`src/rtl/pcr_pkg.sv`:
```
package pcr_pkg;

    // ------------------------------------------------------------
    // register indices (printed offsets, not multiples of four)
    // ------------------------------------------------------------
    localparam logic [7:0] PCR_IDX_PIN_CFG = 8'h12;    // pin_function_and_drive_cfg
    localparam logic [7:0] PCR_IDX_TALLY = 8'h14;      // conversion_tally
    localparam logic [7:0] PCR_IDX_H1_MAG = 8'h15;     // harmonic1_magnitude
    localparam logic [7:0] PCR_IDX_H1_PH = 8'h16;      // harmonic1_phase
    localparam logic [7:0] PCR_IDX_H2_MAG = 8'h17;     // harmonic2_magnitude
    localparam logic [7:0] PCR_IDX_H2_PH = 8'h18;      // harmonic2_phase
    localparam logic [7:0] PCR_IDX_H3_MAG = 8'h19;     // harmonic3_magnitude
    localparam logic [7:0] PCR_IDX_H3_PH = 8'h1A;      // harmonic3_phase
    localparam logic [7:0] PCR_IDX_PIN_IN = 8'h1B;     // pin input levels, read only

    // ------------------------------------------------------------
    // field layout and reset values
    // ------------------------------------------------------------
    localparam int PCR_NUM_PINS = 6;                   // multipurpose pins
    localparam int PCR_FNC_LSB = 0;                    // function select [5:0]
    localparam int PCR_DRV_LSB = 8;                    // driver enables [13:8]
    localparam logic [15:0] PCR_PIN_CFG_RESET = 16'h201F;
    localparam logic [15:0] PCR_PIN_CFG_WMASK = 16'h3F3F;
    localparam logic [15:0] PCR_COEF_RESET = 16'h0000;
    localparam logic [7:0] PCR_TALLY_RESET = 8'h00;
    localparam int PCR_MAG_WIDE_W = 11;                // first and second magnitude
    localparam int PCR_MAG_NARROW_W = 8;               // third magnitude
    localparam int PCR_PH_W = 12;                      // all phases
    localparam int PCR_TALLY_W = 8;

    // pin numbers with a dedicated function
    localparam int PCR_PIN_BUSY = 0;
    localparam int PCR_PIN_CONVERT = 1;
    localparam int PCR_PIN_ANGLE = 3;
    localparam int PCR_PIN_BOOT = 5;

    // pin drive as two signals each
    typedef struct packed {
        logic [5:0] out;      // level driven
        logic [5:0] oe_n;     // low while driving
    } pcr_pin_drive_t;

    // sequencer events and indicators
    typedef struct packed {
        logic seq_done;       // sequence ended, completed or cut short
        logic seq_abort;      // sequence cut short by a new start
        logic busy;           // busy indication
        logic angle_calc;     // angle-calculation indicator
        logic boot_load;      // boot-load indicator
    } pcr_core_t;

endpackage

```
`src/rtl/pcr_regs.sv`:
```
// Function
// - fnc bit one: gpio, zero: dedicated
// - driver on only when enable bit set
// - gpio with enable zero is input
// - pin config resets to 201F
// - pin five dedicated: boot-load output
// - pin three dedicated: angle-calc output
// - pin one dedicated: convert-start input only
// - pin zero dedicated: busy output
// - tally advances on completed sequence
// - aborted sequence does not advance tally
// - tally wraps FF to 00
// - first magnitude 11 bits, resets zero
// - second magnitude 11 bits read-write
// - third magnitude 8 bits read-write
// - three phases 12 bits read-write
// - second, third coefficients reset zero
//
// Our own choice: the APB interface to the registers.
module pcr_regs
    import pcr_pkg::*;
(
    input wire logic pclk,
    input wire logic presetn,
    input wire logic psel,
    input wire logic penable,
    input wire logic pwrite,
    input wire logic [11:0] paddr,
    input wire logic [31:0] pwdata,
    input wire logic [3:0] pstrb,
    output logic [31:0] prdata,
    output logic pready,
    output logic pslverr,
    input wire pcr_core_t core,
    output logic convert_start_input,
    output logic [5:0] gpio_in,
    input wire logic [5:0] pin_in,
    output pcr_pin_drive_t pin_drive,
    output logic [15:0] pin_cfg,
    output logic [10:0] h1_mag,
    output logic [11:0] h1_ph,
    output logic [10:0] h2_mag,
    output logic [11:0] h2_ph,
    output logic [7:0] h3_mag,
    output logic [11:0] h3_ph
);

    // ------------------------------------------------------------
    // register state
    // ------------------------------------------------------------
    logic [15:0] pin_cfg_q;                            // fnc and driver bits
    logic [PCR_TALLY_W-1:0] tally_q;                   // completed sequences
    logic [PCR_MAG_WIDE_W-1:0] h1_mag_q;
    logic [PCR_PH_W-1:0] h1_ph_q;
    logic [PCR_MAG_WIDE_W-1:0] h2_mag_q;
    logic [PCR_PH_W-1:0] h2_ph_q;
    logic [PCR_MAG_NARROW_W-1:0] h3_mag_q;
    logic [PCR_PH_W-1:0] h3_ph_q;
    logic [31:0] prdata_q;                             // registered read data
    logic pslverr_q;
    logic pready_q;                                    // one wait state

    // ------------------------------------------------------------
    // bus decode
    // ------------------------------------------------------------
    logic [9:0] idx;                                   // word index
    logic access;                                      // access phase, first cycle
    logic wr;
    logic rd;
    logic mapped;
    logic [15:0] wdata;                                // low half, strobes applied in merge
    logic [15:0] lane_mask;

    assign idx = paddr[11:2];
    // answer lands in the second access cycle so data can be registered
    assign access = psel && penable && !pready_q;
    assign wr = access && pwrite;
    assign rd = access && !pwrite;
    assign lane_mask = {{8{pstrb[1]}}, {8{pstrb[0]}}};
    assign wdata = pwdata[15:0];

    // ------------------------------------------------------------
    // per-register write strobes
    // ------------------------------------------------------------
    logic wr_pin_cfg;                                  // pin config write
    logic wr_h1_mag;                                   // first magnitude write
    logic wr_h1_ph;                                    // first phase write
    logic wr_h2_mag;                                   // second magnitude write
    logic wr_h2_ph;                                    // second phase write
    logic wr_h3_mag;                                   // third magnitude write
    logic wr_h3_ph;                                    // third phase write

    // one decode per register keeps the update processes short
    assign wr_pin_cfg = wr && (idx == {2'b00, PCR_IDX_PIN_CFG});
    assign wr_h1_mag = wr && (idx == {2'b00, PCR_IDX_H1_MAG});
    assign wr_h1_ph = wr && (idx == {2'b00, PCR_IDX_H1_PH});
    assign wr_h2_mag = wr && (idx == {2'b00, PCR_IDX_H2_MAG});
    assign wr_h2_ph = wr && (idx == {2'b00, PCR_IDX_H2_PH});
    // upper byte is read-only, so only lane zero can change it
    assign wr_h3_mag = wr && (idx == {2'b00, PCR_IDX_H3_MAG}) && pstrb[0];
    assign wr_h3_ph = wr && (idx == {2'b00, PCR_IDX_H3_PH});
    // tally and pin-input writes decode to nothing: dropped quietly

    // address decode against the index table
    always_comb begin
        unique case (idx)
            {2'b00, PCR_IDX_PIN_CFG},
            {2'b00, PCR_IDX_TALLY},
            {2'b00, PCR_IDX_H1_MAG},
            {2'b00, PCR_IDX_H1_PH},
            {2'b00, PCR_IDX_H2_MAG},
            {2'b00, PCR_IDX_H2_PH},
            {2'b00, PCR_IDX_H3_MAG},
            {2'b00, PCR_IDX_H3_PH},
            {2'b00, PCR_IDX_PIN_IN}: begin
                mapped = 1'b1;
            end
            default: begin
                mapped = 1'b0;                         // unmapped: error answer
            end
        endcase
    end

    // masked write helper: keep old bits where lane is off
    function automatic logic [15:0] merge(input logic [15:0] old, input logic [15:0] nw, input logic [15:0] m);
        merge = (old & ~m) | (nw & m);
    endfunction

    // ------------------------------------------------------------
    // lane-merged write values
    // ------------------------------------------------------------
    // a call result cannot be sliced, so merge into full words first
    logic [15:0] pin_cfg_m;                            // pin config after lanes
    logic [15:0] h1_mag_m;                             // first magnitude after lanes
    logic [15:0] h1_ph_m;                              // first phase after lanes
    logic [15:0] h2_mag_m;                             // second magnitude after lanes
    logic [15:0] h2_ph_m;                              // second phase after lanes
    logic [15:0] h3_ph_m;                              // third phase after lanes

    // narrow fields are zero-extended so reserved bits stay zero
    assign pin_cfg_m = merge(pin_cfg_q, wdata, lane_mask);
    assign h1_mag_m = merge({5'h00, h1_mag_q}, wdata, lane_mask);
    assign h1_ph_m = merge({4'h0, h1_ph_q}, wdata, lane_mask);
    assign h2_mag_m = merge({5'h00, h2_mag_q}, wdata, lane_mask);
    assign h2_ph_m = merge({4'h0, h2_ph_q}, wdata, lane_mask);
    assign h3_ph_m = merge({4'h0, h3_ph_q}, wdata, lane_mask);

    // ------------------------------------------------------------
    // pin configuration register
    // ------------------------------------------------------------
    // power-on default
    always_ff @(posedge pclk or negedge presetn) begin
        if (!presetn) begin
            pin_cfg_q <= PCR_PIN_CFG_RESET;
        end else if (wr_pin_cfg) begin
            // reserved bits kept zero
            // mask after the merge, so a stale lane cannot set them
            pin_cfg_q <= pin_cfg_m & PCR_PIN_CFG_WMASK;
        end
    end

    // ------------------------------------------------------------
    // harmonic coefficients
    // ------------------------------------------------------------
    // first harmonic, 11-bit magnitude, zero reset
    always_ff @(posedge pclk or negedge presetn) begin
        if (!presetn) begin
            h1_mag_q <= PCR_COEF_RESET[PCR_MAG_WIDE_W-1:0];
            h1_ph_q <= PCR_COEF_RESET[PCR_PH_W-1:0];
        end else if (wr) begin
            // upper five bits of the word are dropped here
            if (wr_h1_mag) begin
                h1_mag_q <= h1_mag_m[PCR_MAG_WIDE_W-1:0];
            end
            if (wr_h1_ph) begin
                h1_ph_q <= h1_ph_m[PCR_PH_W-1:0];
            end
        end
    end

    always_ff @(posedge pclk or negedge presetn) begin
        if (!presetn) begin
            h2_mag_q <= PCR_COEF_RESET[PCR_MAG_WIDE_W-1:0];
            h2_ph_q <= PCR_COEF_RESET[PCR_PH_W-1:0];
        end else if (wr) begin
            // upper five bits of the word are dropped here
            if (wr_h2_mag) begin
                h2_mag_q <= h2_mag_m[PCR_MAG_WIDE_W-1:0];
            end
            if (wr_h2_ph) begin
                h2_ph_q <= h2_ph_m[PCR_PH_W-1:0];
            end
        end
    end

    always_ff @(posedge pclk or negedge presetn) begin
        if (!presetn) begin
            h3_mag_q <= PCR_COEF_RESET[PCR_MAG_NARROW_W-1:0];
            h3_ph_q <= PCR_COEF_RESET[PCR_PH_W-1:0];
        end else if (wr) begin
            // whole field sits in lane zero, no merge needed
            if (wr_h3_mag) begin
                h3_mag_q <= wdata[PCR_MAG_NARROW_W-1:0];
            end
            if (wr_h3_ph) begin
                h3_ph_q <= h3_ph_m[PCR_PH_W-1:0];
            end
        end
    end

    // ------------------------------------------------------------
    // conversion tally
    // ------------------------------------------------------------
    // read only; host writes are dropped without error
    always_ff @(posedge pclk or negedge presetn) begin
        if (!presetn) begin
            tally_q <= PCR_TALLY_RESET;
        end else if (core.seq_done && !core.seq_abort) begin
            // advance, natural wrap to zero
            // eight-bit sum, so FF plus one lands on 00
            tally_q <= tally_q + 8'h01;
        end
    end

    // ------------------------------------------------------------
    // read path and answer
    // ------------------------------------------------------------
    always_ff @(posedge pclk or negedge presetn) begin
        if (!presetn) begin
            prdata_q <= 32'h0000_0000;
            pslverr_q <= 1'b0;
            pready_q <= 1'b0;
        end else begin
            // answer follows the first access cycle by one edge
            pready_q <= access;                        // one wait state
            pslverr_q <= access && !mapped;
            if (rd) begin
                // upper bits and reserved bits read zero
                unique case (idx)
                    // pin config, reserved bits already zero
                    {2'b00, PCR_IDX_PIN_CFG}: begin
                        prdata_q <= {16'h0000, pin_cfg_q};
                    end
                    // tally in the low byte
                    {2'b00, PCR_IDX_TALLY}: begin
                        prdata_q <= {24'h0, tally_q};
                    end
                    // first magnitude, 11 bits
                    {2'b00, PCR_IDX_H1_MAG}: begin
                        prdata_q <= {21'h0, h1_mag_q};
                    end
                    // first phase, 12 bits
                    {2'b00, PCR_IDX_H1_PH}: begin
                        prdata_q <= {20'h0, h1_ph_q};
                    end
                    // second magnitude, 11 bits
                    {2'b00, PCR_IDX_H2_MAG}: begin
                        prdata_q <= {21'h0, h2_mag_q};
                    end
                    // second phase, 12 bits
                    {2'b00, PCR_IDX_H2_PH}: begin
                        prdata_q <= {20'h0, h2_ph_q};
                    end
                    // third magnitude, 8 bits
                    {2'b00, PCR_IDX_H3_MAG}: begin
                        prdata_q <= {24'h0, h3_mag_q};
                    end
                    // third phase, 12 bits
                    {2'b00, PCR_IDX_H3_PH}: begin
                        prdata_q <= {20'h0, h3_ph_q};
                    end
                    // raw pad levels, whatever the pin function
                    {2'b00, PCR_IDX_PIN_IN}: begin
                        prdata_q <= {26'h0, pin_in};
                    end
                    // unmapped: zero data with the error answer
                    default: begin
                        prdata_q <= 32'h0000_0000;
                    end
                endcase
            end
        end
    end

    assign prdata = prdata_q;
    assign pready = pready_q;
    assign pslverr = pslverr_q;

    // ------------------------------------------------------------
    // pin muxing
    // ------------------------------------------------------------
    logic [5:0] fnc_gpio;                              // one: gpio use
    logic [5:0] drv_en;                                // driver enables
    logic [5:0] ded_val;                               // dedicated output levels
    logic [5:0] ded_out;                               // dedicated function is an output
    logic [5:0] pin_out_q;
    logic [5:0] pin_oe_n_q;

    assign fnc_gpio = pin_cfg_q[PCR_FNC_LSB +: PCR_NUM_PINS];
    assign drv_en = pin_cfg_q[PCR_DRV_LSB +: PCR_NUM_PINS];

    // dedicated function per pin
    always_comb begin
        ded_val = 6'h00;
        ded_out = 6'h00;
        ded_val[PCR_PIN_BUSY] = core.busy;
        ded_out[PCR_PIN_BUSY] = 1'b1;
        ded_out[PCR_PIN_CONVERT] = 1'b0;
        ded_val[PCR_PIN_ANGLE] = core.angle_calc;
        ded_out[PCR_PIN_ANGLE] = 1'b1;
        ded_val[PCR_PIN_BOOT] = core.boot_load;
        ded_out[PCR_PIN_BOOT] = 1'b1;
    end

    // registered pad drive, glitch free on config changes
    always_ff @(posedge pclk or negedge presetn) begin
        if (!presetn) begin
            pin_out_q <= 6'h00;
            pin_oe_n_q <= 6'h3F;
        end else begin
            for (int i = 0; i < PCR_NUM_PINS; i++) begin
                if (fnc_gpio[i]) begin
                    // drive only with enable set, else input
                    pin_oe_n_q[i] <= !drv_en[i];
                    pin_out_q[i] <= 1'b0;
                end else begin
                    // dedicated outputs also gated by enable
                    pin_oe_n_q[i] <= !(drv_en[i] && ded_out[i]);
                    pin_out_q[i] <= ded_val[i];
                end
            end
        end
    end

    // ------------------------------------------------------------
    // pad and datapath outputs
    // ------------------------------------------------------------
    // levels straight from flip-flops, no logic after them
    assign pin_drive.out = pin_out_q;
    assign pin_drive.oe_n = pin_oe_n_q;

    // convert start seen only in dedicated use
    assign convert_start_input = !fnc_gpio[PCR_PIN_CONVERT] && pin_in[PCR_PIN_CONVERT];
    // dedicated pins read as zero on the gpio side
    assign gpio_in = pin_in & fnc_gpio;

    // coefficients feed the correction datapath outside this group

    assign pin_cfg = pin_cfg_q;
    assign h1_mag = h1_mag_q;
    assign h1_ph = h1_ph_q;
    assign h2_mag = h2_mag_q;
    assign h2_ph = h2_ph_q;
    assign h3_mag = h3_mag_q;
    assign h3_ph = h3_ph_q;

endmodule

```
`config.mk`:
```
export PLATFORM = sky130hd
export DESIGN_NAME = pcr_regs
export DESIGN_NICKNAME = d
export VERILOG_FILES = /design/src/rtl/pcr_pkg.sv /design/src/rtl/pcr_regs.sv
export SDC_FILE = /design/constraint.sdc
export NUM_CORES = 1
export LEC_CHECK = 0
export ABC_AREA = 1
export BUFFER_PORTS_ARGS = -buffer_cell sky130_fd_sc_hd__buf_2
export CAP_MARGIN = 20
export CORE_MARGIN = 8
export CORE_UTILIZATION = 46
export DETAILED_ROUTE_END_ITERATION = 10
export PLACE_DENSITY = 0.83
export SETUP_SLACK_MARGIN = 0.4
export SLEW_MARGIN = 5
export SYNTH_ARGS = -nofsm -noshare
export SYNTH_HDL_FRONTEND = slang
export SYNTH_SLANG_ARGS = --single-unit
```
`constraint.sdc`:
```
create_clock -name pclk -period 1.5 [get_ports pclk]
set_clock_uncertainty 0.2 [all_clocks]
set_input_delay 0.15 -clock pclk [delete_from_list [all_inputs] [get_ports pclk]]
set_output_delay 0.15 -clock pclk [all_outputs]
set_load 0.03 [all_outputs]
```
==> results.md <==
- The post-route minimum period is 1.717 ns.
- For the worst setup path, the data arrival time is 1.79 ns.
- Entering global routing, the biggest net connects 49 pins.
- Once detail routing completed, the nets flagged for antenna violations numbered 0.
- In this run the number of H-tree levels came out at 3.
- The clock tree from TritonCTS is yes.
- Counting every instance in the synthesized netlist gives 673.
- The number of global-route vias before repair is 6216.
- In the post-route analysis, the smallest setup slack over all paths is -0.2166 ns.
- The portion of synthesized area spent on multiplexers is less than 1%.
- The number of DRC violations after detailed routing is 0.
- The horizontal extent of the die is 127.7 um.
- Excluding fillers, the count of instances in the completed layout stands at 1150.
- Setup repair after global routing could not meet its margin everywhere.
- The complex-gate fraction of the synthesized area is under 10%.
- The sum of buffers and inverters on the critical path is 2.
- The synthesis-stage register bit count is 111.
- The placed wire-length estimate is around 14000 um.
- The cell area after synthesis is 0.005738 sq mm.
- In this run the tightest slew margin relative to its limit is 63.37%.
- The element type at the critical path start is a flop.
- The hold violation count in the final report was 1.
- The largest single stage delay on the critical path is 0.43 ns.
- The period utilization is 114.4%.
- The count of warnings emitted by yosys is 0.
- 199 I/O pins were placed.
- The total placed cells including tap cells is between 1000 and 1500.
- The peak fanout along the critical path is 7.
- The clock drives about 110 sinks.
- The signal on the critical path passes through nor2_4 > nand2_4 > nor2_8 > buf_12 > buf_12 > nand2_4 > o21ai_2.
- The tool flagged a number of max-cap violations equal to 0.
- The total number of nets in the final design is 1038.
- For the worst setup path, the data required time is 1.57 ns.
- The count of inserted antenna diode cells is 0.
- From synthesis to final layout, the design area changed by 63.85%.
- The critical path endpoint category is a flop.
- In the synthesized netlist the async set-or-reset flop fraction comes to 100.0%.
- In this run the number of cells on the critical path is 7.
- Summing internal, switching and leakage power gives 6.875 mW.
- The maximum VDD drop is 0.0005436 V.
- The fraction of the mapped netlist area in adder cells is less than 1%.
- After synthesis, the largest family of logic cells by area is simple AND/OR/NAND/NOR gates.
- The vias per cell is 5.739.
- The most common cell after layout, fill and taps aside is nand2_1.
- The final reports fail on hold timing, setup timing.
- The fmax is 582.6 MHz.
- The CTS root buffer is clkbuf_16.
- By area the synthesized netlist is led by dfrtp_1 (43%), nand2_1 (14%), dfstp_2 (5.5%), inv_1 (4.0%), o21ai_2 (3.4%).
- The analysis attributes to cell leakage a power of 4.926 nW.
- The sequential cell area in the final layout is 0.002804 sq mm.
- The total number of placement rows is 41.
- The portion of synthesized cell area occupied by the leading cell type is roughly 43%.
- For the worst flop-to-flop path, the logic depth is 7.
- Dividing total power by cell area gives a power density of 731.3 mW/mm^2.
- The xor/xnor cell area share of the yosys netlist is 1.068%.
- The final max-slew violation count was 0.
- The start-to-end type of the worst setup path is flop to flop.
- The total congestion overflow after global routing is 0.
- Leaving out fill and tap cells, the most frequent cells in the layout are nand2_1 (155), buf_6 (128), buf_4 (119), dfrtp_1 (90).
- The cell taking the most area after synthesis is dfrtp_1.
- The area of the die is around 0.016 sq mm.
- In this run the deepest clock path goes through 2 buffers.
- The layout has 725 filler cells.
- The die boundary height is 127.7 um.
- After clock tree synthesis, the clock-pin slew on the worst setup and hold paths is 0.08 ns.
- The number of vias in the routed layout is 6600.
- The tightest hold path in the finished design has a slack of -0.003408 ns.
- The post-route netlist has about half of its cells at a drive strength greater than 1.
- The most used flip-flop cell after synthesis is dfrtp_1.
- The first global-routing pass estimated 34710 um of wire.
- The number of setup violations in the final report is 101.
- At the end of routability-driven placement, the weighted congestion stood at 0.9318.
- At the pin with the least slew margin, the transition time is 0.5489 ns.
- The first detailed-routing pass ran for 6 iterations.
- The global routing usage summed across all routing layers is 27.89%.
- With fillers left out, the area of the finished cells amounts to 0.009402 sq mm.
- The post-synthesis simple-gate area fraction is between 30% and 40%.
- The largest delay contributor family on the critical path is simple AND/OR/NAND/NOR gates.
- The worst hold path cell count is 4.
- Of the synthesized area, sequential elements account for 48.67%.
- In this run the cell area measured after placement is 0.006938 sq mm.
- In the final routed layout, each cell accounts on average for 22.70 um.
- The count of unique library cells instantiated by Yosys is 32.
- The run finished, with violations left.
- The number of antenna violations at the first check in global routing is 0.
- The count of buffers from port buffering is 151.
- The post-synthesis area per instance is 8.526 sq um.
- In this run the worst hold path is classified as input port to flop.
- The starting density of the core is 46.22%.
- For this block, the initial DRC count from the detailed router was 955.
- The multi-input combinational cells in the finished layout cover a total of 0.002934 sq mm.
- The routed wire length is 26100 um.
- The area of the placeable core is 0.01241 sq mm.
- The number of buffers added by the clock tree synthesis step is 9.
- The clock latency on the worst-skew pair is 0.35 ns.
- Counting flops with a built-in enable in the synthesized netlist gives 0.
- The worst-path cell with the longest stage delay is dfrtp_2.
==> through the flow <==
step	TNS, ns	utilization (%)	setup slack, ns
floorplan	-7.218	-	-0.1619
global placement	-9.910	55.89	-0.2049
detailed placement	-12.54	55.89	-0.2275
CTS	-3.441	70.17	-0.08683
global route	-16.48	75.73	-0.2478
finish	-11.91	75.73	-0.2166
==> metal layers <==
metal | up-vias | GRT usage, % | share of wire, %
li1 | 2703 | - | -
met1 | 3094 | 33.09 | 34
met2 | 603 | 44.67 | 46
met3 | 200 | 7.612 | 12
met4 | 0 | 16.57 | 8.0
met5 | - | 0 | 0
==> cell families after synthesis <==
family,after synthesis
compound gates,82
xor+xnor,7
fa+ha+maj,1
buf+inv,111
flops,111
mux,1
other cells,1
simple gates,359
==> final timing paths <==
kind	start	end	slack [ns]
worst min-delay path	penable	pready	-0.003
worst max-delay path	pready	flop	-0.22
max in group asynchronous	presetn	asynchronous set/reset pin	0.47
min in group asynchronous	presetn	h3_mag[5]	0.02
worst max register to register	pready	flop	-0.22
worst min register to register	flop	pin_oe_n_q[1]	0.29
==> power breakdown <==
group	switching [mW]	total (mW)	internal, mW
clock network	1.17	2.52	1.35
registers	0.154	3.26	3.11
logic	0.654	1.09	0.440
total	1.98	6.88	4.90
==> final cells by class <==
type | count | share of cell area [%]
Inverter | 68 | 3.340
Clock inverter | 5 | 0.5989
Timing Repair Buffer | 307 | 30.16
Tap cell | 172 | 2.289
Sequential cell | 111 | 29.82
Multi-Input combinational cell | 476 | 31.21
Clock buffer | 11 | 2.582
==> cell usage after synthesis (12+ instances only) <==
cell type,n
buf_4,25
buf_6,12
dfrtp_1,99
dfstp_2,12
inv_1,61
nand2_1,213
nand2_2,12
nand3_1,33
nand4_1,29
nor2_1,44
o21ai_0,22
o21ai_1,36
o21ai_2,22
==> worst min-delay path: stages <==
cell	delay, ns
buf_2	0.09
nand2_1	0.09
nor2_4	0.06
buf_6	0.13
==> what timing repair did <==
item                                    4_1_cts  5_1_grt
cloned                                        1        1
resized for setup                           249      122
pin swaps                                    10       18
hold buffers                                 11        0
hold endpoints to repair                    123        0
endpoints found under the setup margin      210      211
buffers inserted                             69       36
Power figures use the tool's default switching activity.
